## src/rtl/tws_pkg.sv

```systemverilog
package tws_pkg;

	localparam int          WB_ADDR_W         = 12;
	localparam int          WB_DATA_W         = 32;
	localparam int          EVT_W             = 6;
	localparam int          SHORT_W           = 2;

	// Register byte offsets
	localparam logic [11:0] OFF_SUSP_FLAG     = 12'h148;
	localparam logic [11:0] OFF_EVENT_TASK_SHORTCUTS        = 12'h200;
	localparam logic [11:0] OFF_INTEN_SET     = 12'h304;
	localparam logic [11:0] OFF_EVT_STATUS    = 12'h400;
	localparam logic [11:0] OFF_LINK_STATE    = 12'h404;

	// Field positions
	localparam int          SHORT_PAUSE_BIT   = 0;
	localparam int          SHORT_HALT_BIT    = 1;
	localparam int          STATE_ARMED_BIT   = 0;
	localparam int          STATE_HELD_BIT    = 1;

	// Values after reset
	localparam logic [SHORT_W-1:0] EVENT_TASK_SHORTCUTS_RST = 2'h0;
	localparam logic [EVT_W-1:0]   INTEN_RST  = 6'h00;
	localparam logic [EVT_W-1:0]   STATUS_RST = 6'h00;

	// Event set: bit 0 stopped up to bit 5 suspended, same layout in the enable-set and status registers
	typedef struct packed {
		logic suspended;
		logic byte_boundary;
		logic error;
		logic byte_sent;
		logic byte_received;
		logic stopped;
	} tws_evt_t;

	// One-cycle strobes from the protocol engine and task logic
	typedef struct packed {
		logic stopped;
		logic byte_received;
		logic byte_sent;
		logic error;
		logic byte_boundary;
		logic read_ack_done;
		logic suspend_task;
		logic resume_task;
	} tws_engine_t;

	typedef enum logic [1:0] {
		SUSP_IDLE,
		SUSP_ARMED,
		SUSP_HELD
	} tws_susp_state_t;

endpackage

```

## src/rtl/tws_event_shortcuts.sv

```systemverilog
// The Wishbone interface to the registers was chosen for this implementation.
`timescale 1ns/1ps
// Contract
// - Suspended event only right after a read acknowledge, with suspend requested earlier.
// - Suspended event flag register at 0x148 shows the master entered suspension.
// - Shortcut A set: every byte boundary triggers the suspend task.
// - Shortcut B set: every byte boundary triggers the stop task.
// - Enable-set bit A: write one enables stopped interrupt; reads enable state.
// - Bits B to F enable received, sent, error, boundary, suspended interrupts.
// - Suspended interrupt fires only for a properly produced suspended event.
// - Shortcut and enable-set registers reset to zero.
// - Byte boundary event comes ahead of every byte sent or received.
module tws_event_shortcuts
	import tws_pkg::*;
(
	input  wire logic                 clk_i,
	input  wire logic                 rst_i,
	input  wire logic [WB_ADDR_W-1:0] adr_i,
	input  wire logic [WB_DATA_W-1:0] dat_i,
	input  wire logic [3:0]           sel_i,
	input  wire logic                 we_i,
	input  wire logic                 cyc_i,
	input  wire logic                 stb_i,
	output logic      [WB_DATA_W-1:0] dat_o,
	output logic                      ack_o,
	input  wire tws_engine_t          engine_i,
	output logic                      pause_link_o,
	output logic                      halt_link_o,
	output logic                      suspended_o,
	output logic                      irq_o
);

	logic               [SHORT_W-1:0] event_task_shortcuts_q;
	tws_evt_t                         inten_q;
	tws_evt_t                         status_q;
	logic                             susp_flag_q;
	logic                             susp_evt;
	logic                             armed;
	logic                             held;
	logic                             req_take;
	logic                             wr_low;
	tws_evt_t                         evt_now;
	logic               [WB_DATA_W-1:0] rd_data;

	function automatic logic hit(input logic [WB_ADDR_W-1:0] a, input logic [11:0] off);
		hit = (a[WB_ADDR_W-1:2] == off[11:2]);
	endfunction

	// Classic cycle: taken on the first edge with cyc and stb, ack for one cycle
	assign req_take = cyc_i && stb_i && !ack_o;
	assign wr_low   = req_take && we_i && sel_i[0];

	wire boundary_pause = engine_i.byte_boundary && event_task_shortcuts_q[SHORT_PAUSE_BIT];
	wire boundary_halt  = engine_i.byte_boundary && event_task_shortcuts_q[SHORT_HALT_BIT];

	tws_suspend_fsm u_susp (
		.clk_i          (clk_i),
		.rst_i          (rst_i),
		.request_i      (engine_i.suspend_task || boundary_pause),
		.read_ack_done_i(engine_i.read_ack_done),
		.resume_i       (engine_i.resume_task),
		.abort_i        (engine_i.stopped),
		.suspended_evt_o(susp_evt),
		.armed_o        (armed),
		.held_o         (held)
	);

	always_comb begin
		evt_now               = '0;
		evt_now.stopped       = engine_i.stopped;
		evt_now.byte_received = engine_i.byte_received;
		evt_now.byte_sent     = engine_i.byte_sent;
		evt_now.error         = engine_i.error;
		evt_now.byte_boundary = engine_i.byte_boundary;
		evt_now.suspended     = susp_evt;
	end

	always_ff @(posedge clk_i) begin
		if (rst_i) begin
			ack_o <= 1'b0;
		end else begin
			ack_o <= req_take;
		end
	end

	always_ff @(posedge clk_i) begin
		if (rst_i) begin
			event_task_shortcuts_q <= EVENT_TASK_SHORTCUTS_RST;
		end else if (wr_low && hit(adr_i, OFF_EVENT_TASK_SHORTCUTS)) begin
			event_task_shortcuts_q <= dat_i[SHORT_W-1:0];
		end
	end

	always_ff @(posedge clk_i) begin
		if (rst_i) begin
			inten_q <= INTEN_RST;
		end else if (wr_low && hit(adr_i, OFF_INTEN_SET)) begin
			// Ones set, zeros leave the bit alone
			inten_q <= inten_q | dat_i[EVT_W-1:0];
		end
	end

	// Sticky status, write one to clear; a new event wins over the clear
	always_ff @(posedge clk_i) begin
		if (rst_i) begin
			status_q <= STATUS_RST;
		end else if (wr_low && hit(adr_i, OFF_EVT_STATUS)) begin
			status_q <= (status_q & ~dat_i[EVT_W-1:0]) | evt_now;
		end else begin
			status_q <= status_q | evt_now;
		end
	end

	always_ff @(posedge clk_i) begin
		if (rst_i) begin
			susp_flag_q <= 1'b0;
		end else if (susp_evt) begin
			susp_flag_q <= 1'b1;
		end else if (wr_low && hit(adr_i, OFF_SUSP_FLAG)) begin
			susp_flag_q <= dat_i[0];
		end
	end

	always_ff @(posedge clk_i) begin
		if (rst_i) begin
			pause_link_o <= 1'b0;
			halt_link_o  <= 1'b0;
		end else begin
			pause_link_o <= boundary_pause;
			halt_link_o  <= boundary_halt;
		end
	end

	always_ff @(posedge clk_i) begin
		if (rst_i) begin
			irq_o       <= 1'b0;
			suspended_o <= 1'b0;
		end else begin
			irq_o       <= |(status_q & inten_q);
			suspended_o <= held;
		end
	end

	always_comb begin
		rd_data = '0;
		if (hit(adr_i, OFF_SUSP_FLAG)) begin
			rd_data[0] = susp_flag_q;
		end else if (hit(adr_i, OFF_EVENT_TASK_SHORTCUTS)) begin
			rd_data[SHORT_W-1:0] = event_task_shortcuts_q;
		end else if (hit(adr_i, OFF_INTEN_SET)) begin
			rd_data[EVT_W-1:0] = inten_q;
		end else if (hit(adr_i, OFF_EVT_STATUS)) begin
			rd_data[EVT_W-1:0] = status_q;
		end else if (hit(adr_i, OFF_LINK_STATE)) begin
			rd_data[STATE_ARMED_BIT] = armed;
			rd_data[STATE_HELD_BIT]  = held;
		end
	end

	always_ff @(posedge clk_i) begin
		if (rst_i) begin
			dat_o <= '0;
		end else if (req_take && !we_i) begin
			dat_o <= rd_data;
		end
	end
endmodule // tws_event_shortcuts

```

## src/rtl/tws_suspend_fsm.sv

```systemverilog
`timescale 1ns/1ps
module tws_suspend_fsm
	import tws_pkg::*;
(
	input  wire logic clk_i,
	input  wire logic rst_i,
	input  wire logic request_i,
	input  wire logic read_ack_done_i,
	input  wire logic resume_i,
	input  wire logic abort_i,
	output logic      suspended_evt_o,
	output logic      armed_o,
	output logic      held_o
);

	tws_susp_state_t state_q;
	tws_susp_state_t state_d;
	logic            evt_d;

	always_comb begin
		state_d = state_q;
		evt_d   = 1'b0;
		case (state_q)
			SUSP_IDLE: begin
				if (request_i) begin
					state_d = SUSP_ARMED;
				end
			end
			SUSP_ARMED: begin
				// Event only after the read acknowledge of an earlier request
				if (read_ack_done_i) begin
					state_d = SUSP_HELD;
					evt_d   = 1'b1;
				end
			end
			SUSP_HELD: begin
				if (resume_i) begin
					state_d = SUSP_IDLE;
				end
			end
			default: begin
				state_d = SUSP_IDLE;
			end
		endcase
		if (abort_i) begin
			state_d = SUSP_IDLE;
			evt_d   = 1'b0;
		end
	end

	always_ff @(posedge clk_i) begin
		if (rst_i) begin
			state_q <= SUSP_IDLE;
		end else begin
			state_q <= state_d;
		end
	end

	always_ff @(posedge clk_i) begin
		if (rst_i) begin
			suspended_evt_o <= 1'b0;
			armed_o         <= 1'b0;
			held_o          <= 1'b0;
		end else begin
			suspended_evt_o <= evt_d;
			armed_o         <= (state_d == SUSP_ARMED);
			held_o          <= (state_d == SUSP_HELD);
		end
	end

endmodule // tws_suspend_fsm

```

## config.mk

```make
export PLATFORM = sky130hd
export DESIGN_NAME = tws_event_shortcuts
export DESIGN_NICKNAME = d
export VERILOG_FILES = /design/src/rtl/tws_pkg.sv /design/src/rtl/tws_event_shortcuts.sv /design/src/rtl/tws_suspend_fsm.sv
export SDC_FILE = /design/constraint.sdc
export NUM_CORES = 1
export LEC_CHECK = 0
export BUFFER_PORTS_ARGS = -buffer_cell sky130_fd_sc_hd__buf_2
export CAP_MARGIN = 15
export CORE_MARGIN = 2
export CORE_UTILIZATION = 41
export DETAILED_ROUTE_END_ITERATION = 10
export HOLD_SLACK_MARGIN = 0.12
export PLACE_DENSITY_LB_ADDON = 0.2
export SLEW_MARGIN = 20
export SYNTH_ARGS = -nofsm -noshare
export SYNTH_HDL_FRONTEND = slang
export SYNTH_SLANG_ARGS = --single-unit
```

## constraint.sdc

```tcl
create_clock -name clk_i -period 2.47 [get_ports clk_i]
set_clock_uncertainty 0.05 [all_clocks]
set_input_delay 0.741 -clock clk_i [delete_from_list [all_inputs] [get_ports clk_i]]
set_output_delay 0.741 -clock clk_i [all_outputs]
set_load 0.01 [all_outputs]
```

==> flow_summary.yaml, run 1 <==
layout:
  area_growth_pct: 17.1
  nFillCells: 368
  final_layout_size_suffix_gt1_share_pct: 24.4
  n_antenna_cell: 0
  multi_input_area_sq_um: 713
  layout.nets: 281
  design_area_sq_um: 1710
  seq_area_sq_um: 621
  stdcell_count: 267
die:
  core_area_sq_um: 3360
  dieWidth_microns: 63.6
  rows: 21
  die_area_sq_um: 4050
  start_util_pct: 43.3
  die_y_microns: 63.6
  pin_count: 98
global_route:
  grt_pass1_wl_microns: 4910
  grt_remaining_overflow: 0
  track_usage_pct: 15.9
  antenna_found_initial: 0
  grt_start_max_net_pins: 15
  grt_pass1_vias: 1065
logic_synthesis:
  synth_top_cell_area_share_pct: 42.6
  synth_edf_count: 0
  seq_area_frac_synth_pct: 42.6
  synth.ff_latch_count: 31
  yosys.area.top_type: "dfxtp_1"
  syn_inst: 175
  yosys-top-cells-area: "dfxtp_1 43%, buf_4 13%, nor2_1 7.2%"
  synth_cell_types: 31
  synthFlopType: "dfxtp_1"
  syn_area_per_cell_sq_um: 8.33
  yosys-top-cells-count: "31 x dfxtp_1, 28 x nor2_1, 26 x buf_4"
  synth_area_sq_um: 1460
  yosysWarnings: 0
  async_flop_share_pct: 0
  synth.most_common_cell: "dfxtp_1"
route:
  drt-initial-drc-count: 64
  wirelength_microns: 3040
  drc: 0
  firstDrtPassIters: 4
  ant_nets: 0
  wire_per_inst_microns: 11.4
  vias_per_cell: 4.75
  num_vias: 1269
critical_path:
  slowest_delay_ns: 0.55
  cp_max_fo: 4
  reg2reg_from: "ack_o"
  critPathArrivalTime_ns: 2.18
  critPathKind: "in -> reg"
  critPathLaunch: "adr_i[7]"
  cp-start-kind: "input pin"
  crit_chain: "buf_2 -> or4_4 -> or4b_1 -> a311oi_1"
  crit_slowest_cell: "or4_4"
  worst-endpoint-required_ns: 2.66
  end_kind: "flop"
timing:
  timing.final.crit_share_pct: 80.3
  fin_ws_ns: 0.488
  finalSetupViolations: 0
  post-route-min-period_ns: 1.98
  fmaxAchievable_mhz: 504
  slew_viol_final: 0
  hold_slack_ns: 0.412
  setup_tns_ns: 0
  finalHoldViolations: 0
  rsz0062_at_grt: "no"
place:
  place_congestion: 0.780
  dp_cells: 259
  io_buffer_count: 40
  place_ws_ns: 0.149
  dp.final_hpwl_microns: 2340
  dpl_cell_area_sq_um: 1630
cts:
  cts_setup_buffers: 0
  cts_sinks: 31
  h-tree-depth: 2
  numCtsBuffers: 5
  clk_path_buf_depth: 2
  cts_tree: "yes"
  cts_resized: 0
  clock-root-buffer: "clkbuf_4"
  clkLatencyLatePin_ns: 0.33
  path_clk_slew_ns: 0.09
  holdBufCountCts: 0
power:
  ir_drop_mv: 0.381
  power.density_nw_per_um2: 586
  p_leak_uw: 0.000733
hold_path:
  holdCritPathClass: "reg -> reg"
  min_from: "dat_o[2]"
run:
  cap_viol_max_count: 0
outcome:
  status: "finished, final reports clean"
[worst paths after layout]
| kind | endpoint | slack [ns] | depth (start not counted) |
|---|---|---|---|
| worst max-delay path | dat_o[0] | 0.49 | 4 |
| worst min register to register | dat_o[2] | 0.41 | 2 |
| worst max register to register | event_task_shortcuts_q[1] | 0.77 | 6 |
| worst min-delay path | dat_o[2] | 0.41 | 2 |
[placed cells by master, fill, tap and decap left out, drive strengths merged]
master and n:
mux2i 4, a31oi 1, nor4 3, a22oi 7
o21ai 8, o32ai 1, and3 2, and4b 1
o2111ai 1, nand3b 2, nor4b 1, nor3b 2
bufinv 1, nand3 6, conb 26, nand4 1
or4 2, o21a 2, nor2 28, nand2 10
nor2b 3, inv 1, clkinv 2, or4b 1
or2 1, a211oi 3, a21oi 14, dfxtp 31
buf 44, nor3 6, clkbuf 5, a311oi 1
[state kept, by name (all words and copies together) (netlist names)]
| register | flops |
|---|---|
| inten_q | 6 |
| u_susp.held_o | 1 |
| event_task_shortcuts_q | 2 |
| pause_link_o | 1 |
| ack_o | 1 |
| u_susp.suspended_evt_o | 1 |
| u_susp.state_q | 2 |
| status_q | 6 |
| irq_o | 1 |
| halt_link_o | 1 |
| u_susp.armed_o | 1 |
| suspended_o | 1 |
| dat_o | 6 |
| susp_flag_q | 1 |
[layer usage]
metal  vias up  share of wire [%]  track usage [%]
li1        655                  -                -
met1       555                 46             20.8
met2        54                 44             23.2
met3         5                8.5             5.71
met4         0               0.99             7.34
met5         -                  0                0
[layout make-up]
type | count | share of cell area (%)
sequential | 31 | 36.4
clock inverter | 3 | 2.57
inverter | 1 | 0.220
timing repair buffer | 44 | 13.5
clock buffer | 5 | 2.20
multi-input combinational | 137 | 41.8
tap | 46 | 3.37
[critical path: cells and delay by family]
kind                   cells  cell delay (ns)
AO/OA/AOI/OAI              1             0.26
AND/OR/NAND/NOR            2             1.07
buffers and inverters      1             0.10
[cell families (layout without fill, tap and decap cells)]
group	count (synthesis)	count (layout)	synth area share (%)
other cells	1	26	0.257
flops	31	31	42.6
compound gates	38	38	16.0
simple gates	69	69	23.5
buf+inv	32	53	14.9
mux	4	4	2.75
[power by group]
| part | internal (uW) | leakage (uW) | switching, uW |
|---|---|---|---|
| sequential | 510 | 0.000252 | 7.46 |
| clock | 213 | 0.0000452 | 178 |
| combinational | 33.0 | 0.000436 | 59.2 |
| total | 755 | 0.000733 | 245 |
[stage by stage]
step | utilization, % | power (uW)
6_report | 50.7 | 1000
5_1_grt | 50.7 | 1060
4_1_cts | 50.7 | 1010
3_5_place_dp | 48.3 | 620
3_3_place_gp | 48.3 | 619
2_1_floorplan | - | 609
No activity file was read; power rests on OpenSTA's default activity.
==> inputs of run 2 (changes only) <==
Settings changed: ABC_AREA from default to 1, CORE_UTILIZATION 41 to 43.
Clock period 2.47 ns to 2 ns, I/O delays scaled along.
==> run 2 against run 1 <==
  * Clock-buffer cell count up 1
  * Non-clock buffer count down 3
  * Cell count up 20%
==> flow_summary.yaml, run 2 <==
route:
  drc: 0
  wire_per_inst_microns: 10.1
  ant_nets: 0
  drt-initial-drc-count: 74
  firstDrtPassIters: 4
  wirelength_microns: 3230
  vias_per_cell: 4.50
  num_vias: 1444
layout:
  layout.nets: 335
  n_antenna_cell: 0
  stdcell_count: 321
  final_core_util_pct: 51.3
  area_growth_pct: 13.8
  final_cell_mix: "48 x nand2_1, 40 x buf_2, 31 x dfxtp_1"
  final_common_cell: "nand2_1"
  top_regs: "dat_o: 6 flops, inten_q: 6 flops, status_q: 6 flops"
  final_layout_size_suffix_gt1_share_pct: 24.2
power:
  ir_drop_mv: 0.481
  intPower_uw: 902
  p_leak_uw: 0.000864
  p_switching_uw: 302
  seqPwrFrac_pct: 53.0
  pwr-share-clk_pct: 36.4
  switching_share_pct: 25.1
  combPwrFrac_pct: 10.5
  power.density_nw_per_um2: 642
timing:
  setup_tns_ns: 0
  post-route-min-period_ns: 1.48
  slew_viol_final: 0
  fmaxAchievable_mhz: 676
  rsz0062_at_grt: "no"
  finalSetupViolations: 0
  finalHoldViolations: 0
  hold_slack_ns: 0.398
  timing.final.crit_share_pct: 74.0
cts:
  h-tree-depth: 2
  cts_tree: "yes"
  clk_path_buf_depth: 2
  clkLatencyLatePin_ns: 0.28
  numCtsBuffers: 5
  cts_resized: 0
  holdBufCountCts: 0
  cts_sinks: 31
  cts_setup_buffers: 0
  clock-root-buffer: "clkbuf_8"
  path_clk_slew_ns: 0.06
global_route:
  grt_remaining_overflow: 0
  track_usage_pct: 17.0
  antenna_found_initial: 0
  grt_pass1_vias: 1277
  grt_start_max_net_pins: 19
  grt_pass1_wl_microns: 5550
critical_path:
  cp_max_fo: 8
  crit_chain: "buf_2 -> nor2_2 -> nand3_1 -> nor2_4 -> nand2_1 -> nand2_1 -> o21ai_1 -> a21oi_2"
  cp-start-kind: "input pin"
  critPathTopFamily: "simple AND/OR/NAND/NOR gates"
  end_kind: "flop"
  path_buf_inv: 1
  critPathMostFrequentCell: "nand2_1"
  slowest_delay_ns: 0.22
  worst-endpoint-required_ns: 2.17
  crit_slowest_cell: "nor2_4"
  critPathKind: "in -> reg"
  critPathArrivalTime_ns: 1.64
die:
  start_util_pct: 45.0
  die_area_sq_um: 4350
  pin_count: 98
  core_area_sq_um: 3660
  rows: 22
  die_y_microns: 65.9
  dieWidth_microns: 65.9
logic_synthesis:
  yosys-top-cells-area: "dfxtp_1 38%, buf_4 12%, nand2_1 11%"
  synth_top_cell_area_share_pct: 37.6
  yosysWarnings: 0
  async_flop_share_pct: 0
  synth_edf_count: 0
  yosys-top-cells-count: "48 x nand2_1, 31 x dfxtp_1, 28 x inv_1"
  syn_area_per_cell_sq_um: 7.17
  synth.ff_latch_count: 31
  synth.most_common_cell: "nand2_1"
  synth_cell_types: 27
  syn_inst: 230
  seq_area_frac_synth_pct: 37.6
  yosys.area.top_type: "dfxtp_1"
  synthFlopType: "dfxtp_1"
  synth_area_sq_um: 1650
run:
  cap_viol_max_count: 0
place:
  dp.final_hpwl_microns: 2550
  io_buffer_count: 40
  dp_cells: 315
  place_congestion: 0.792
hold_path:
  holdCritPathClass: "reg -> reg"
outcome:
  status: "finished, final reports clean"
==> run 2: cell count changes in the layout (fill, tap and decap cells not counted), moves of 4 or more <==
cell / previous run / this run
nand2_1: 10 / 48
inv_1: 1 / 28
nand3_1: 6 / 17
nor2_1: 28 / 17
a21oi_1: 14 / 22
a22oi_1: 7 / 0
nor2_2: 0 / 6
clkbuf_4: 5 / 0
clkbuf_8: 0 / 5
nor2_4: 0 / 5
mux2i_1: 4 / 0
nor3_1: 6 / 2
==> run 2: layout make-up <==
cell class,instances,area [sq um]
Clock buffer,6,72.6
Sequential cell,31,621
Tap cell,48,60.1
Inverter,29,109
Timing Repair Buffer,41,208
Multi-Input combinational cell,166,807
Fill cell,404,1780
==> run 2: stage by stage <==
step	worst slack, ns	area, sq um	total power [uW]
after CTS	0.516	1880	1210
after floorplan	0.494	1740	763
after detailed placement	0.226	1800	779
after global routing	0.361	1880	1260
final	0.521	1880	1200
after global placement	0.231	1800	777
==> run 2: worst min-delay path, delay by kind of cell, from the launching register on <==
family,cells,cell delay [ns]
and+or+nand+nor,1,0.03
buffers and inverters,1,0.05
DFF,1,0.32
==> run 2: routing by layer <==
metal  track usage [%]  vias up  routed length, microns
li1                  -      767                       -
met1              21.6      619                    1530
met2              26.8       51                    1400
met3              4.77        7                     243
met4              7.03        0                      63
met5                 0        -                       0
==> run 2: logic make-up (layout without fill, tap and decap cells) <==
kind of cell	Yosys count	count (layout)	synth area share (%)
DFF	31	31	37.6
and+or+nand+nor	102	102	30.2
buffers and inverters	58	76	19.1
AOI/OAI and AO/OA	38	38	12.8
other	1	26	0.227
==> run 2: power groups by stage <==
| stage | sequential (uW) | clock, uW | combinational (uW) |
|---|---|---|---|
| 6_report | 639 | 439 | 127 |
| 5_1_grt | 640 | 478 | 146 |
| 4_1_cts | 639 | 449 | 127 |
| 3_5_place_dp | 652 | 0 | 127 |
| 3_3_place_gp | 652 | 0 | 125 |
| 2_1_floorplan | 650 | 0 | 113 |
==> run 2: worst paths after layout <==
check | from | endpoint | slack [ns] | cells after the start
hold / removal | u_susp.held_o | suspended_o | 0.40 | 2
hold reg to reg | u_susp.held_o | suspended_o | 0.40 | 2
setup / recovery | adr_i[11] | dat_o[1] | 0.52 | 8
setup reg to reg | ack_o | event_task_shortcuts_q[0] | 0.64 | 6
